==> src/pixel_clock_pkg.sv <==
// shared constants, codes and decode helpers for the pixel clock block
package pixel_clock_pkg;

   // register byte offsets on the register bus
   localparam logic [3:0] ADDR_INPUT_SEL = 4'h0;
   localparam logic [3:0] ADDR_OUTPUT_SEL = 4'h4;
   localparam logic [3:0] ADDR_STATUS = 4'h8;
   localparam logic [3:0] ADDR_SOFT_RESET = 4'hC;

   // reset values of the selection registers
   localparam logic [7:0] INPUT_SEL_RESET = 8'h00;
   localparam logic [7:0] OUTPUT_SEL_RESET = 8'h3F;

   // output select: bits 5, 4, 2 and 1 all set clear the counter
   localparam logic [7:0] CLEAR_MASK = 8'h36;

   // output select field layout
   localparam int DIV_W = 3;
   localparam int SHIFT_DIV_LSB = 0;
   localparam int VIDEO_DIV_LSB = 3;
   localparam logic [2:0] DIV_CODE_MAX = 3'h5;

   // input select field layout and source codes
   localparam int SRC_W = 4;
   localparam logic [3:0] SRC_ZERO = 4'h0;
   localparam logic [3:0] SRC_ONE = 4'h1;
   localparam logic [3:0] SRC_TWO = 4'h2;
   localparam logic [3:0] SRC_DUAL_P_TTL = 4'h3;
   localparam logic [3:0] SRC_DUAL_N_TTL = 4'h4;
   localparam logic [3:0] SRC_DUAL_ECL = 4'h8;

   // shared counter
   localparam int CNT_W = 5;
   localparam logic [4:0] CNT_WRAP = 5'h1F;

   // clock input pins: zero, one, two, dual plus, dual minus
   localparam int NUM_PINS = 5;

   // status register field positions
   localparam int STAT_CNT_LSB = 0;
   localparam int STAT_DUAL_TTL = 5;
   localparam int STAT_SHIFT_LSB = 6;
   localparam int STAT_VIDEO_LSB = 9;
   localparam int STAT_CLEAR = 12;

   // soft reset register
   localparam int SOFT_RESET_BIT = 0;

   typedef enum logic {BUS_WAIT, BUS_DONE} bus_state_type;

   // a divide code drives its output only for codes 000 to 101
   function automatic logic div_enabled(input logic [2:0] code);
      div_enabled = (code <= DIV_CODE_MAX);
   endfunction

endpackage

==> src/pin_sync.sv <==
// two flip-flop synchroniser for asynchronous clock pins
`timescale 1ns/10ps
module pin_sync #(
   parameter int W = 1
) (
   // clock and reset
   input wire logic i_clk,
   input wire logic i_arst_n,
   // pins and synchronised levels
   input wire logic [W-1:0] i_pin,
   output logic [W-1:0] o_level
);
   logic [W-1:0] meta_q;
   logic [W-1:0] meta_d;
   logic [W-1:0] level_q;
   logic [W-1:0] level_d;

   always_comb begin
      meta_d = i_pin;
      level_d = meta_q;
   end

   always_ff @(posedge i_clk or negedge i_arst_n) begin
      if (!i_arst_n) begin
         meta_q <= '0;
         level_q <= '0;
      end else begin
         meta_q <= meta_d;
         level_q <= level_d;
      end
   end

   assign o_level = level_q;
endmodule

==> src/divide_tap.sv <==
// one divided output taken from the shared counter
`timescale 1ns/10ps
module divide_tap
   import pixel_clock_pkg::*;
(
   // clock and reset
   input wire logic i_clk,
   input wire logic i_arst_n,
   // next counter state and next dot level
   input wire logic [CNT_W-1:0] i_cnt_next,
   input wire logic i_dot_next,
   // active divide code
   input wire logic [DIV_W-1:0] i_code,
   // divided clock level
   output logic o_level
);
   logic level_q;
   logic level_d;
   logic [DIV_W-1:0] bit_sel;

   always_comb begin
      bit_sel = i_code - 3'h1;
      if (!div_enabled(i_code)) begin
         level_d = 1'b0;
      end else if (i_code == 3'h0) begin
         level_d = i_dot_next;
      end else begin
         // inverted bit rises as the lower bits roll over, so the rising
         // edges of every enabled output land on the same dot clock rise
         level_d = ~i_cnt_next[bit_sel];
      end
   end

   always_ff @(posedge i_clk or negedge i_arst_n) begin
      if (!i_arst_n) begin
         level_q <= 1'b0;
      end else begin
         level_q <= level_d;
      end
   end

   assign o_level = level_q;
endmodule

==> src/pixel_clock_select_and_divider.sv <==
// clock source selection, shared counter and divided clocks with bus slave
//
// The implementer's own choices: the address map and the Avalon-MM register port.
`timescale 1ns/10ps

module pixel_clock_select_and_divider
   import pixel_clock_pkg::*;
(
   // clock and reset
   input wire logic i_clk,
   input wire logic i_arst_n,
   // clock input pins
   input wire logic i_clock_input_zero,
   input wire logic i_clock_input_one,
   input wire logic i_clock_input_two,
   input wire logic i_dual_mode_clock_input_p,
   input wire logic i_dual_mode_clock_input_n,
   // avalon-mm slave
   input wire logic [3:0] i_avs_address,
   input wire logic i_avs_read,
   input wire logic i_avs_write,
   input wire logic [31:0] i_avs_writedata,
   input wire logic [3:0] i_avs_byteenable,
   output logic [31:0] o_avs_readdata,
   output logic o_avs_waitrequest,
   // generated clocks
   output logic o_pixel_rate_clock,
   output logic o_shift_clock,
   output logic o_video_timing_clock_out,
   // source mode
   output logic o_dual_input_ecl_mode
);

   // ---------------------------------------------------------------
   // pin synchronisation
   // ---------------------------------------------------------------
   logic [NUM_PINS-1:0] pin_raw;
   logic [NUM_PINS-1:0] pin_lvl;

   assign pin_raw = {i_dual_mode_clock_input_n, i_dual_mode_clock_input_p,
                     i_clock_input_two, i_clock_input_one,
                     i_clock_input_zero};

   pin_sync #(
      .W(NUM_PINS)
   ) u_pin_sync (
      .i_clk(i_clk),
      .i_arst_n(i_arst_n),
      .i_pin(pin_raw),
      .o_level(pin_lvl)
   );

   // ---------------------------------------------------------------
   // register state
   // ---------------------------------------------------------------
   logic [7:0] in_sel_q;
   logic [7:0] in_sel_d;
   logic [7:0] out_sel_q;
   logic [7:0] out_sel_d;
   bus_state_type bus_q;
   bus_state_type bus_d;
   logic wait_q;
   logic wait_d;
   logic [31:0] rdata_q;
   logic [31:0] rdata_d;

   // shared counter state
   logic [CNT_W-1:0] cnt_q;
   logic [CNT_W-1:0] cnt_d;
   logic [DIV_W-1:0] shift_act_q;
   logic [DIV_W-1:0] shift_act_d;
   logic [DIV_W-1:0] video_act_q;
   logic [DIV_W-1:0] video_act_d;
   logic dot_q;
   logic dot_d;
   logic ecl_q;
   logic ecl_d;

   // bus decode
   logic req;
   logic commit;
   logic wr_lane0;
   logic [31:0] status_word;

   // clock path
   logic src_lvl;
   logic ecl_lvl;
   logic dual_ttl;
   logic dot_rise;
   logic cnt_clear;
   logic wrap;
   logic shift_lvl;
   logic video_lvl;

   // ---------------------------------------------------------------
   // input source decode
   // ---------------------------------------------------------------
   // differential pair read as the plus pin above the minus pin
   assign ecl_lvl = pin_lvl[3] & ~pin_lvl[4];

   always_comb begin
      dual_ttl = 1'b0;
      case (in_sel_q[SRC_W-1:0])
         SRC_ZERO: begin
            src_lvl = pin_lvl[0];
         end
         SRC_ONE: begin
            src_lvl = pin_lvl[1];
         end
         SRC_TWO: begin
            src_lvl = pin_lvl[2];
         end
         SRC_DUAL_P_TTL: begin
            src_lvl = pin_lvl[3];
            dual_ttl = 1'b1;
         end
         SRC_DUAL_N_TTL: begin
            src_lvl = pin_lvl[4];
            dual_ttl = 1'b1;
         end
         SRC_DUAL_ECL: begin
            src_lvl = ecl_lvl;
         end
         default: begin
            // unassigned codes stay on input zero
            src_lvl = pin_lvl[0];
         end
      endcase
   end

   // ---------------------------------------------------------------
   // dot clock, shared counter and staged divide codes
   // ---------------------------------------------------------------
   assign dot_rise = src_lvl & ~dot_q;
   assign cnt_clear = (out_sel_q & CLEAR_MASK) == CLEAR_MASK;
   assign wrap = dot_rise && (cnt_q == CNT_WRAP);

   always_comb begin
      dot_d = src_lvl;
      ecl_d = ~dual_ttl;
      cnt_d = cnt_q;
      shift_act_d = shift_act_q;
      video_act_d = video_act_q;
      if (cnt_clear) begin
         cnt_d = '0;
         shift_act_d = out_sel_q[SHIFT_DIV_LSB +: DIV_W];
         video_act_d = out_sel_q[VIDEO_DIV_LSB +: DIV_W];
      end else if (dot_rise) begin
         cnt_d = cnt_q + 5'h01;
         if (wrap) begin
            shift_act_d = out_sel_q[SHIFT_DIV_LSB +: DIV_W];
            video_act_d = out_sel_q[VIDEO_DIV_LSB +: DIV_W];
         end
      end
   end

   always_ff @(posedge i_clk or negedge i_arst_n) begin
      if (!i_arst_n) begin
         dot_q <= 1'b0;
         ecl_q <= 1'b1;
         cnt_q <= '0;
         shift_act_q <= OUTPUT_SEL_RESET[SHIFT_DIV_LSB +: DIV_W];
         video_act_q <= OUTPUT_SEL_RESET[VIDEO_DIV_LSB +: DIV_W];
      end else begin
         dot_q <= dot_d;
         ecl_q <= ecl_d;
         cnt_q <= cnt_d;
         shift_act_q <= shift_act_d;
         video_act_q <= video_act_d;
      end
   end

   // both taps see the same next counter value, so edges line up
   divide_tap u_shift_tap (
      .i_clk(i_clk),
      .i_arst_n(i_arst_n),
      .i_cnt_next(cnt_d),
      .i_dot_next(dot_d),
      .i_code(shift_act_d),
      .o_level(shift_lvl)
   );

   divide_tap u_video_tap (
      .i_clk(i_clk),
      .i_arst_n(i_arst_n),
      .i_cnt_next(cnt_d),
      .i_dot_next(dot_d),
      .i_code(video_act_d),
      .o_level(video_lvl)
   );

   // ---------------------------------------------------------------
   // avalon-mm slave: one wait cycle, then completion
   // ---------------------------------------------------------------
   assign req = i_avs_read | i_avs_write;
   assign commit = req && (bus_q == BUS_DONE);
   assign wr_lane0 = commit && i_avs_write && i_avs_byteenable[0];

   always_comb begin
      status_word = '0;
      status_word[STAT_CNT_LSB +: CNT_W] = cnt_q;
      status_word[STAT_DUAL_TTL] = ~ecl_q;
      status_word[STAT_SHIFT_LSB +: DIV_W] = shift_act_q;
      status_word[STAT_VIDEO_LSB +: DIV_W] = video_act_q;
      status_word[STAT_CLEAR] = cnt_clear;
   end

   always_comb begin
      bus_d = bus_q;
      wait_d = wait_q;
      rdata_d = rdata_q;
      case (bus_q)
         BUS_WAIT: begin
            if (req) begin
               bus_d = BUS_DONE;
               wait_d = 1'b0;
               rdata_d = '0;
               if (i_avs_read) begin
                  case (i_avs_address)
                     ADDR_INPUT_SEL: rdata_d = {24'h00_0000, in_sel_q};
                     ADDR_OUTPUT_SEL: rdata_d = {24'h00_0000, out_sel_q};
                     ADDR_STATUS: rdata_d = status_word;
                     default: rdata_d = '0;
                  endcase
               end
            end
         end
         BUS_DONE: begin
            bus_d = BUS_WAIT;
            wait_d = 1'b1;
         end
         default: begin
            bus_d = BUS_WAIT;
            wait_d = 1'b1;
         end
      endcase
   end

   always_ff @(posedge i_clk or negedge i_arst_n) begin
      if (!i_arst_n) begin
         bus_q <= BUS_WAIT;
         wait_q <= 1'b1;
         rdata_q <= '0;
      end else begin
         bus_q <= bus_d;
         wait_q <= wait_d;
         rdata_q <= rdata_d;
      end
   end

   // ---------------------------------------------------------------
   // selection registers
   // ---------------------------------------------------------------
   always_comb begin
      in_sel_d = in_sel_q;
      out_sel_d = out_sel_q;
      if (wr_lane0) begin
         case (i_avs_address)
            ADDR_INPUT_SEL: begin
               in_sel_d = i_avs_writedata[7:0];
            end
            ADDR_OUTPUT_SEL: begin
               out_sel_d = i_avs_writedata[7:0];
            end
            ADDR_SOFT_RESET: begin
               if (i_avs_writedata[SOFT_RESET_BIT]) begin
                  in_sel_d = INPUT_SEL_RESET;
                  out_sel_d = OUTPUT_SEL_RESET;
               end
            end
            default: begin
               in_sel_d = in_sel_q;
            end
         endcase
      end
   end

   always_ff @(posedge i_clk or negedge i_arst_n) begin
      if (!i_arst_n) begin
         in_sel_q <= INPUT_SEL_RESET;
         out_sel_q <= OUTPUT_SEL_RESET;
      end else begin
         in_sel_q <= in_sel_d;
         out_sel_q <= out_sel_d;
      end
   end

   // ---------------------------------------------------------------
   // outputs
   // ---------------------------------------------------------------
   assign o_avs_readdata = rdata_q;
   assign o_avs_waitrequest = wait_q;
   assign o_pixel_rate_clock = dot_q;
   assign o_shift_clock = shift_lvl;
   assign o_video_timing_clock_out = video_lvl;
   assign o_dual_input_ecl_mode = ecl_q;

endmodule

==> config.mk <==
export PLATFORM = sky130hd
export DESIGN_NAME = pixel_clock_select_and_divider
export DESIGN_NICKNAME = d
export VERILOG_FILES = /design/src/pixel_clock_pkg.sv /design/src/pin_sync.sv /design/src/divide_tap.sv /design/src/pixel_clock_select_and_divider.sv
export SDC_FILE = /design/constraint.sdc
export NUM_CORES = 1
export LEC_CHECK = 0
export BUFFER_PORTS_ARGS = -buffer_cell sky130_fd_sc_hd__buf_2
export CORE_MARGIN = 2
export CORE_UTILIZATION = 35
export DETAILED_ROUTE_END_ITERATION = 10
export PLACE_DENSITY = 0.58
export SLEW_MARGIN = 15
export SYNTH_ARGS = -nofsm -noshare
export SYNTH_HDL_FRONTEND = slang
export SYNTH_SLANG_ARGS = --single-unit
==> constraint.sdc <==
create_clock -name i_clk -period 2.54 [get_ports i_clk]
set_input_delay 0 -clock i_clk [delete_from_list [all_inputs] [get_ports i_clk]]
set_output_delay 0 -clock i_clk [all_outputs]
set_load 0.02 [all_outputs]
==> flow_metrics.py, run 1 <==
metrics = {
    "worst_setup_path": {
        "path_max_fanout": 7,
        "crit_path_start_kind": "register",
        "critPathTopFamily": "compound AO/OA/AOI/OAI gates",
        "crit_required_ps": 2730,
        "worstPathArrival_ps": 2660,
        "cp_slowest_cell": "dfrtp_2",
        "crit_chain": "and4bb_2 -> a211oi_4 -> o221ai_4 -> buf_6 -> and3_4 -> or2_0 -> o311ai_2 -> o21ai_1 -> o221a_1",
        "critPathBufInv": 1,
        "critical_path_class": "reg -> reg",
        "critPathCaptureType": "register",
        "slowest_delay_ps": 460,
    },
    "timing": {
        "drv_slew": 0,
        "worstMarginPinSlew_ps": 964,
        "timing.fmax_ghz": 0.405,
        "fin_crit_ps": 2470,
        "final.setup_skew_ps": 6.80,
        "setup_violations": 0,
        "rsz0062_at_grt": "yes",
        "slew_headroom_pct": 35.6,
        "setup_ws_ps": 68.7,
        "finalHoldViolCount": 0,
        "fin_crit_sh_pct": 97.3,
    },
    "final_layout": {
        "fin_area_um2": 3370,
        "drive_above_1_share_pct": 29.4,
        "seqCellArea_um2": 1420,
        "layout.nets": 376,
        "nFillCells": 752,
        "multi_input_comb_area_um2": 1200,
        "area_delta_synth_final_pct": 24.2,
        "n_antenna_cell": 0,
    },
    "floorplanning": {
        "die-area_um2": 8470,
        "core_area_um2": 7610,
        "dieHeight_um": 92.0,
        "rows": 32,
        "fp.dieW_um": 92.0,
        "ios": 86,
        "start_util_pct": 35.7,
    },
    "power": {
        "power_frac_comb_pct": 29.1,
        "switching_share_pct": 33.0,
        "p_seq_share_pct": 47.3,
        "p_int_mw": 1.66,
        "p_sw_mw": 0.821,
        "power.density_nw_per_um2": 738,
        "clockPowerShare_pct": 23.6,
        "p_leak_nw": 1.61,
        "vdd_drop_max_v": 0.000280,
    },
    "yosys": {
        "synth_seq_area_share_pct": 52.3,
        "synth_area_um2": 2710,
        "synth_adder_area_share_pct": 0.923,
        "postSynth.asyncResetShare_pct": 100,
        "synth_area_per_cell_um2": 10.4,
        "synth_edf_count": 0,
        "synth-simple-area-share_pct": 14.9,
        "synth_cell_types": 52,
        "synth_top_family_by_area": "compound AO/OA/AOI/OAI gates",
        "synth_seq_cells": 56,
        "syn_inst": 260,
        "ys_warn_count": 0,
        "synthFlopType": "dfrtp_1",
        "synth_compound_area_share_pct": 16.9,
        "synth_mux_area_share_pct": 5.58,
        "synth_xor_area_share_pct": 0.646,
    },
    "detailed_routing": {
        "antenna_left": 0,
        "wl_per_cell_um": 13.7,
        "drt_iter0_drc": 151,
        "drc": 0,
        "routed_wl_um": 5860,
        "first_pass_iters": 4,
        "vias_per_cell": 4.78,
        "dr_total_vias": 2044,
    },
    "clock_network": {
        "insertion_delay_ps": 300,
        "cts_made_buffers": 5,
        "root_buffer": "clkbuf_8",
        "cts_max_path_buffers": 2,
        "path_clk_slew_ps": 100,
        "cts.htree.levels": 2,
        "cts_tree": "yes",
        "clock_sinks": 56,
    },
    "run_status": {
        "status": "complete, no violations",
    },
    "grt": {
        "grt_pass1_vias": 1881,
        "grt_pass1_wl_um": 9490,
        "grt_max_degree": 44,
        "grt_util_all_layers_pct": 14.0,
        "overflow": 0,
        "antenna_found_initial": 0,
    },
    "placed_design": {
        "gp_congestion": 0.778,
        "dp_hpwl_um": 4250,
        "placed_area_um2": 3000,
        "numPortBuffers": 39,
        "pre_cts_ws_ps": 65.7,
    },
    "min_path": {
        "holdCritPathClass": "in -> reg",
    },
    "run": {
        "drv_cap": 0,
    },
}
==> routing by layer <==
metal	track usage [%]	up-vias	part of all wire (%)
met5	0	-	0
met4	3.36	0	1.1
met3	1.64	4	4.8
met2	21.4	54	45
met1	21.3	974	49
li1	-	1012	-
==> cell usage in the layout (no fill, tap or decap), drive strengths merged, types with 14 or more instances in the layout <==
cell type and count:
nand2 36, a22o 16, dlygate4sd3 14, dfrtp 42
mux2i 14, buf 57, o21ai 26, nor2 15
conb 19, dfstp 14
==> path summary, 6_finish.rpt <==
kind	from	end	slack (ps)	cells after the start
worst max-delay path	in_sel_q[1]$_DFFE_PN0P_	u_video_tap.o_level$_DFF_PN0_	70	9
worst min-delay path	i_avs_address[3]	o_avs_readdata[5]$_DFFE_PN0P_	170	3
worst max register to register	in_sel_q[1]$_DFFE_PN0P_	u_video_tap.o_level$_DFF_PN0_	70	9
worst min register to register	u_pin_sync.level_d[1]$_DFF_PN0_	u_pin_sync.o_level[1]$_DFF_PN0_	360	0
max in group asynchronous	i_arst_n	o_avs_readdata[4]$_DFFE_PN0P_	1410	3
min in group asynchronous	i_arst_n	u_pin_sync.level_d[4]$_DFF_PN0_	380	2
==> cell families (layout without fill, tap and decap cells) <==
family                   after synthesis  in the layout
AO/OA/AOI/OAI                         65             66
XOR/XNOR                               2              2
adder cells (fa/ha/maj)                2              2
buffers and inverters                 38             85
flip-flops                            56             56
multiplexers                          15             15
other                                  1             19
AND/OR/NAND/NOR                       81             81
==> sequential cells by signal, summed over array words and instances, names as in the netlist, 3 cells and up <==
register and count:
o_avs_readdata 13, cnt_q 5, u_pin_sync.o_level 5, in_sel_q 8
shift_act_q 3, video_act_q 3, out_sel_q 8, u_pin_sync.level_d 5
==> cells in the mapped netlist (3+ instances only) <==
cell | number | area [µm²]
and2_1 | 3 | 18.8
nand2_1 | 36 | 135
a22o_1 | 16 | 140
inv_1 | 5 | 18.8
a21oi_1 | 4 | 20.0
nor2b_1 | 3 | 18.8
and4_1 | 3 | 26.3
and3_1 | 3 | 18.8
a211oi_1 | 3 | 22.5
dfrtp_1 | 42 | 1050
mux2i_1 | 14 | 140
nand3_1 | 4 | 20.0
clkbuf_1 | 8 | 30.0
dfstp_2 | 14 | 368
nand2b_1 | 3 | 18.8
o21ai_0 | 24 | 120
nor2_1 | 15 | 56.3
buf_4 | 19 | 143
==> metrics by stage <==
step	power, mW	util, %	std cells	hold slack (ps)	TNS [ps]
2_1_floorplan	1.61	-	278	-296	0
3_3_place_gp	1.78	39.4	401	109	0
3_5_place_dp	1.79	39.4	401	110	0
4_1_cts	2.40	42.8	423	167	0
5_1_grt	2.65	44.3	428	214	-103
6_report	2.49	44.3	428	173	0
==> power by group through the flow <==
stage	Combinational, mW	Sequential [mW]	Clock, mW
after floorplan	0.434	1.17	0
after global placement	0.600	1.18	0
after detailed placement	0.608	1.19	0
after CTS	0.626	1.17	0.606
after global routing	0.806	1.20	0.643
final	0.723	1.17	0.588
==> timing repair <==
| item | 4_1_cts | 5_1_grt |
|---|---|---|
| setup endpoints to repair | 0 | 2 |
| hold buffers | 14 | 0 |
| gates resized for setup | 0 | 15 |
| buffers inserted | 0 | 4 |
| hold endpoints to repair | 48 | 0 |
==> final cells by class <==
type / instances / share of cell area (%)
flip-flops and latches: 56 / 42.3
multi-input cells: 185 / 35.7
repair buffers: 71 / 14.1
well taps: 102 / 3.79
clock buffers: 5 / 2.04
clock inverters: 3 / 1.41
inverters: 6 / 0.669
==> worst reg2reg max path, cell delays in order, from the launching register on <==
cell      delay (ps)
dfrtp_2          460
and4bb_2         270
a211oi_4         360
o221ai_4         190
buf_6            150
and3_4           150
or2_0            210
o311ai_2         240
o21ai_1          100
o221a_1          250
(Power assumes the default switching activity.)
==> run 2, diff against run 1 <==
--- a/config.mk
+++ b/config.mk
@@ -7,9 +7,9 @@
 export LEC_CHECK = 0
 export BUFFER_PORTS_ARGS = -buffer_cell sky130_fd_sc_hd__buf_2
 export CORE_MARGIN = 2
-export CORE_UTILIZATION = 35
+export CORE_UTILIZATION = 51
 export DETAILED_ROUTE_END_ITERATION = 10
-export PLACE_DENSITY = 0.58
+export PLACE_DENSITY = 0.8
 export SLEW_MARGIN = 15
 export SYNTH_ARGS = -nofsm -noshare
 export SYNTH_HDL_FRONTEND = slang
==> flow_metrics.py, run 2 (synthesis results as in run 1) <==
metrics = {
    "timing": {
        "drv_slew": 0,
        "setup_ws_ps": 67.4,
        "fin_crit_ps": 2470,
        "tns_ps": 0,
        "fin_crit_sh_pct": 97.3,
        "holdWs_ps": 181,
        "setup_violations": 0,
        "slew_headroom_pct": 37.6,
        "final.setup_skew_ps": 6.66,
        "finalHoldViolCount": 0,
        "worstMarginPinSlew_ps": 934,
        "rsz0062_at_grt": "yes",
        "timing.fmax_ghz": 0.404,
    },
    "detailed_routing": {
        "wl_per_cell_um": 14.8,
        "route.met3.wl_um": 413,
        "antenna_left": 0,
        "vias_per_cell": 5.40,
        "wl_met2_um": 2700,
        "m1WireLength_um": 2550,
        "routed_wl_um": 5800,
        "drc": 0,
        "first_pass_iters": 5,
        "routed.top_layer": "met4",
        "drt_iter0_drc": 204,
        "dr_total_vias": 2124,
    },
    "worst_setup_path": {
        "ff2ff_setup_slack_ps": 70,
        "path_max_fanout": 6,
        "critPathCaptureType": "register",
        "critical_path.startpoint": "in_sel_q[1]$_DFFE_PN0P_",
        "critical_path_class": "reg -> reg",
        "reg2reg_depth": 9,
        "r2r_start": "in_sel_q[1]$_DFFE_PN0P_",
        "worstPathArrival_ps": 2670,
        "r2r_end": "u_video_tap.o_level$_DFF_PN0_",
        "crit_required_ps": 2740,
        "crit_path_start_kind": "register",
    },
    "run": {
        "drv_cap": 0,
    },
    "clock_network": {
        "insertion_delay_ps": 310,
        "cts_max_path_buffers": 2,
        "cts_tree": "yes",
        "clock_sinks": 56,
        "root_buffer": "clkbuf_8",
        "cts.htree.levels": 2,
        "path_clk_slew_ps": 90,
        "cts_made_buffers": 5,
    },
    "grt": {
        "grt_pass1_vias": 1913,
        "antenna_found_initial": 0,
        "grt_max_degree": 22,
        "grt_util_all_layers_pct": 19.4,
        "overflow": 0,
        "grt_pass1_wl_um": 9110,
    },
    "final_layout": {
        "fin_area_um2": 3280,
        "final_util_pct": 64.1,
        "final_cell_mix": "39 x dfrtp_1, 39 x buf_2, 36 x nand2_1, 23 x o21ai_0, 19 x conb_1",
        "drive_above_1_share_pct": 29.1,
        "finalNonFillerCells": 393,
        "area_delta_synth_final_pct": 20.8,
        "largest_register_ff_count": 13,
        "layout.nets": 373,
        "n_antenna_cell": 0,
    },
    "placed_design": {
        "numPortBuffers": 39,
        "pre_cts_ws_ps": 81.7,
        "dp_hpwl_um": 4040,
        "placed_cells": 366,
        "gp_congestion": 0.832,
        "placed_area_um2": 2940,
    },
    "floorplanning": {
        "dieHeight_um": 76.9,
        "start_util_pct": 53.1,
        "die-area_um2": 5920,
        "rows": 26,
        "ios": 86,
        "core_area_um2": 5110,
        "fp.dieW_um": 76.9,
    },
    "min_path": {
        "holdCritPathClass": "in -> async",
    },
    "run_status": {
        "status": "complete, no violations",
    },
    "power": {
        "power.density_nw_per_um2": 729,
        "p_leak_nw": 1.59,
        "vdd_drop_max_v": 0.000322,
        "p_total_mw": 2.39,
    },
}
==> run 2: changes by cell type in the layout (fill, tap and decap cells not counted), moves of 2 or more <==
cell / delta
o21ai_1: +2
clkinv_4: -2
buf_4: -3
clkbuf_1: +2
==> run 2: final cells by class <==
cell class	count	area [µm²]
Sequential cell	56	1420
Fill cell	416	1830
Clock buffer	8	90.1
Tap cell	70	87.6
Multi-Input combinational cell	184	1200
Inverter	6	22.5
Timing Repair Buffer	69	457
==> run 2: timing repair <==
action,4_1_cts,5_1_grt
gates resized for setup,0,20
buffers inserted,0,5
hold endpoints to repair,39,0
setup endpoints to repair,0,2
hold buffers,14,0
==> run 2: routing by layer <==
layer | vias up | global-route usage (%)
li1 | 999 | -
met1 | 992 | 26.8
met2 | 117 | 31.2
met3 | 16 | 3.18
met4 | 0 | 6.36
met5 | - | 0
==> run 2: critical path, stage by stage (launching register included) <==
cell	delay [ps]
dfrtp_2	450
and4bb_2	260
a211oi_4	240
o221ai_4	200
buf_6	170
and3_4	160
or2_4	230
o311ai_4	290
o21ai_1	100
o221a_1	250
==> run 2: power by group <==
part           switching, mW  internal [mW]  leakage [nW]
Combinational          0.414          0.316         0.864
Clock                  0.270          0.223        0.0455
Sequential             0.122           1.04         0.681
Total                  0.806           1.58          1.59
==> run 2: how the worst max path moves through the flow <==
stage	to	slack, ps
after global placement	u_video_tap.o_level$_DFF_PN0_	100
after detailed placement	u_video_tap.o_level$_DFF_PN0_	80
after floorplan	u_video_tap.o_level$_DFF_PN0_	320
after global routing	u_video_tap.o_level$_DFF_PN0_	-30
after CTS	u_video_tap.o_level$_DFF_PN0_	40
final	u_video_tap.o_level$_DFF_PN0_	70
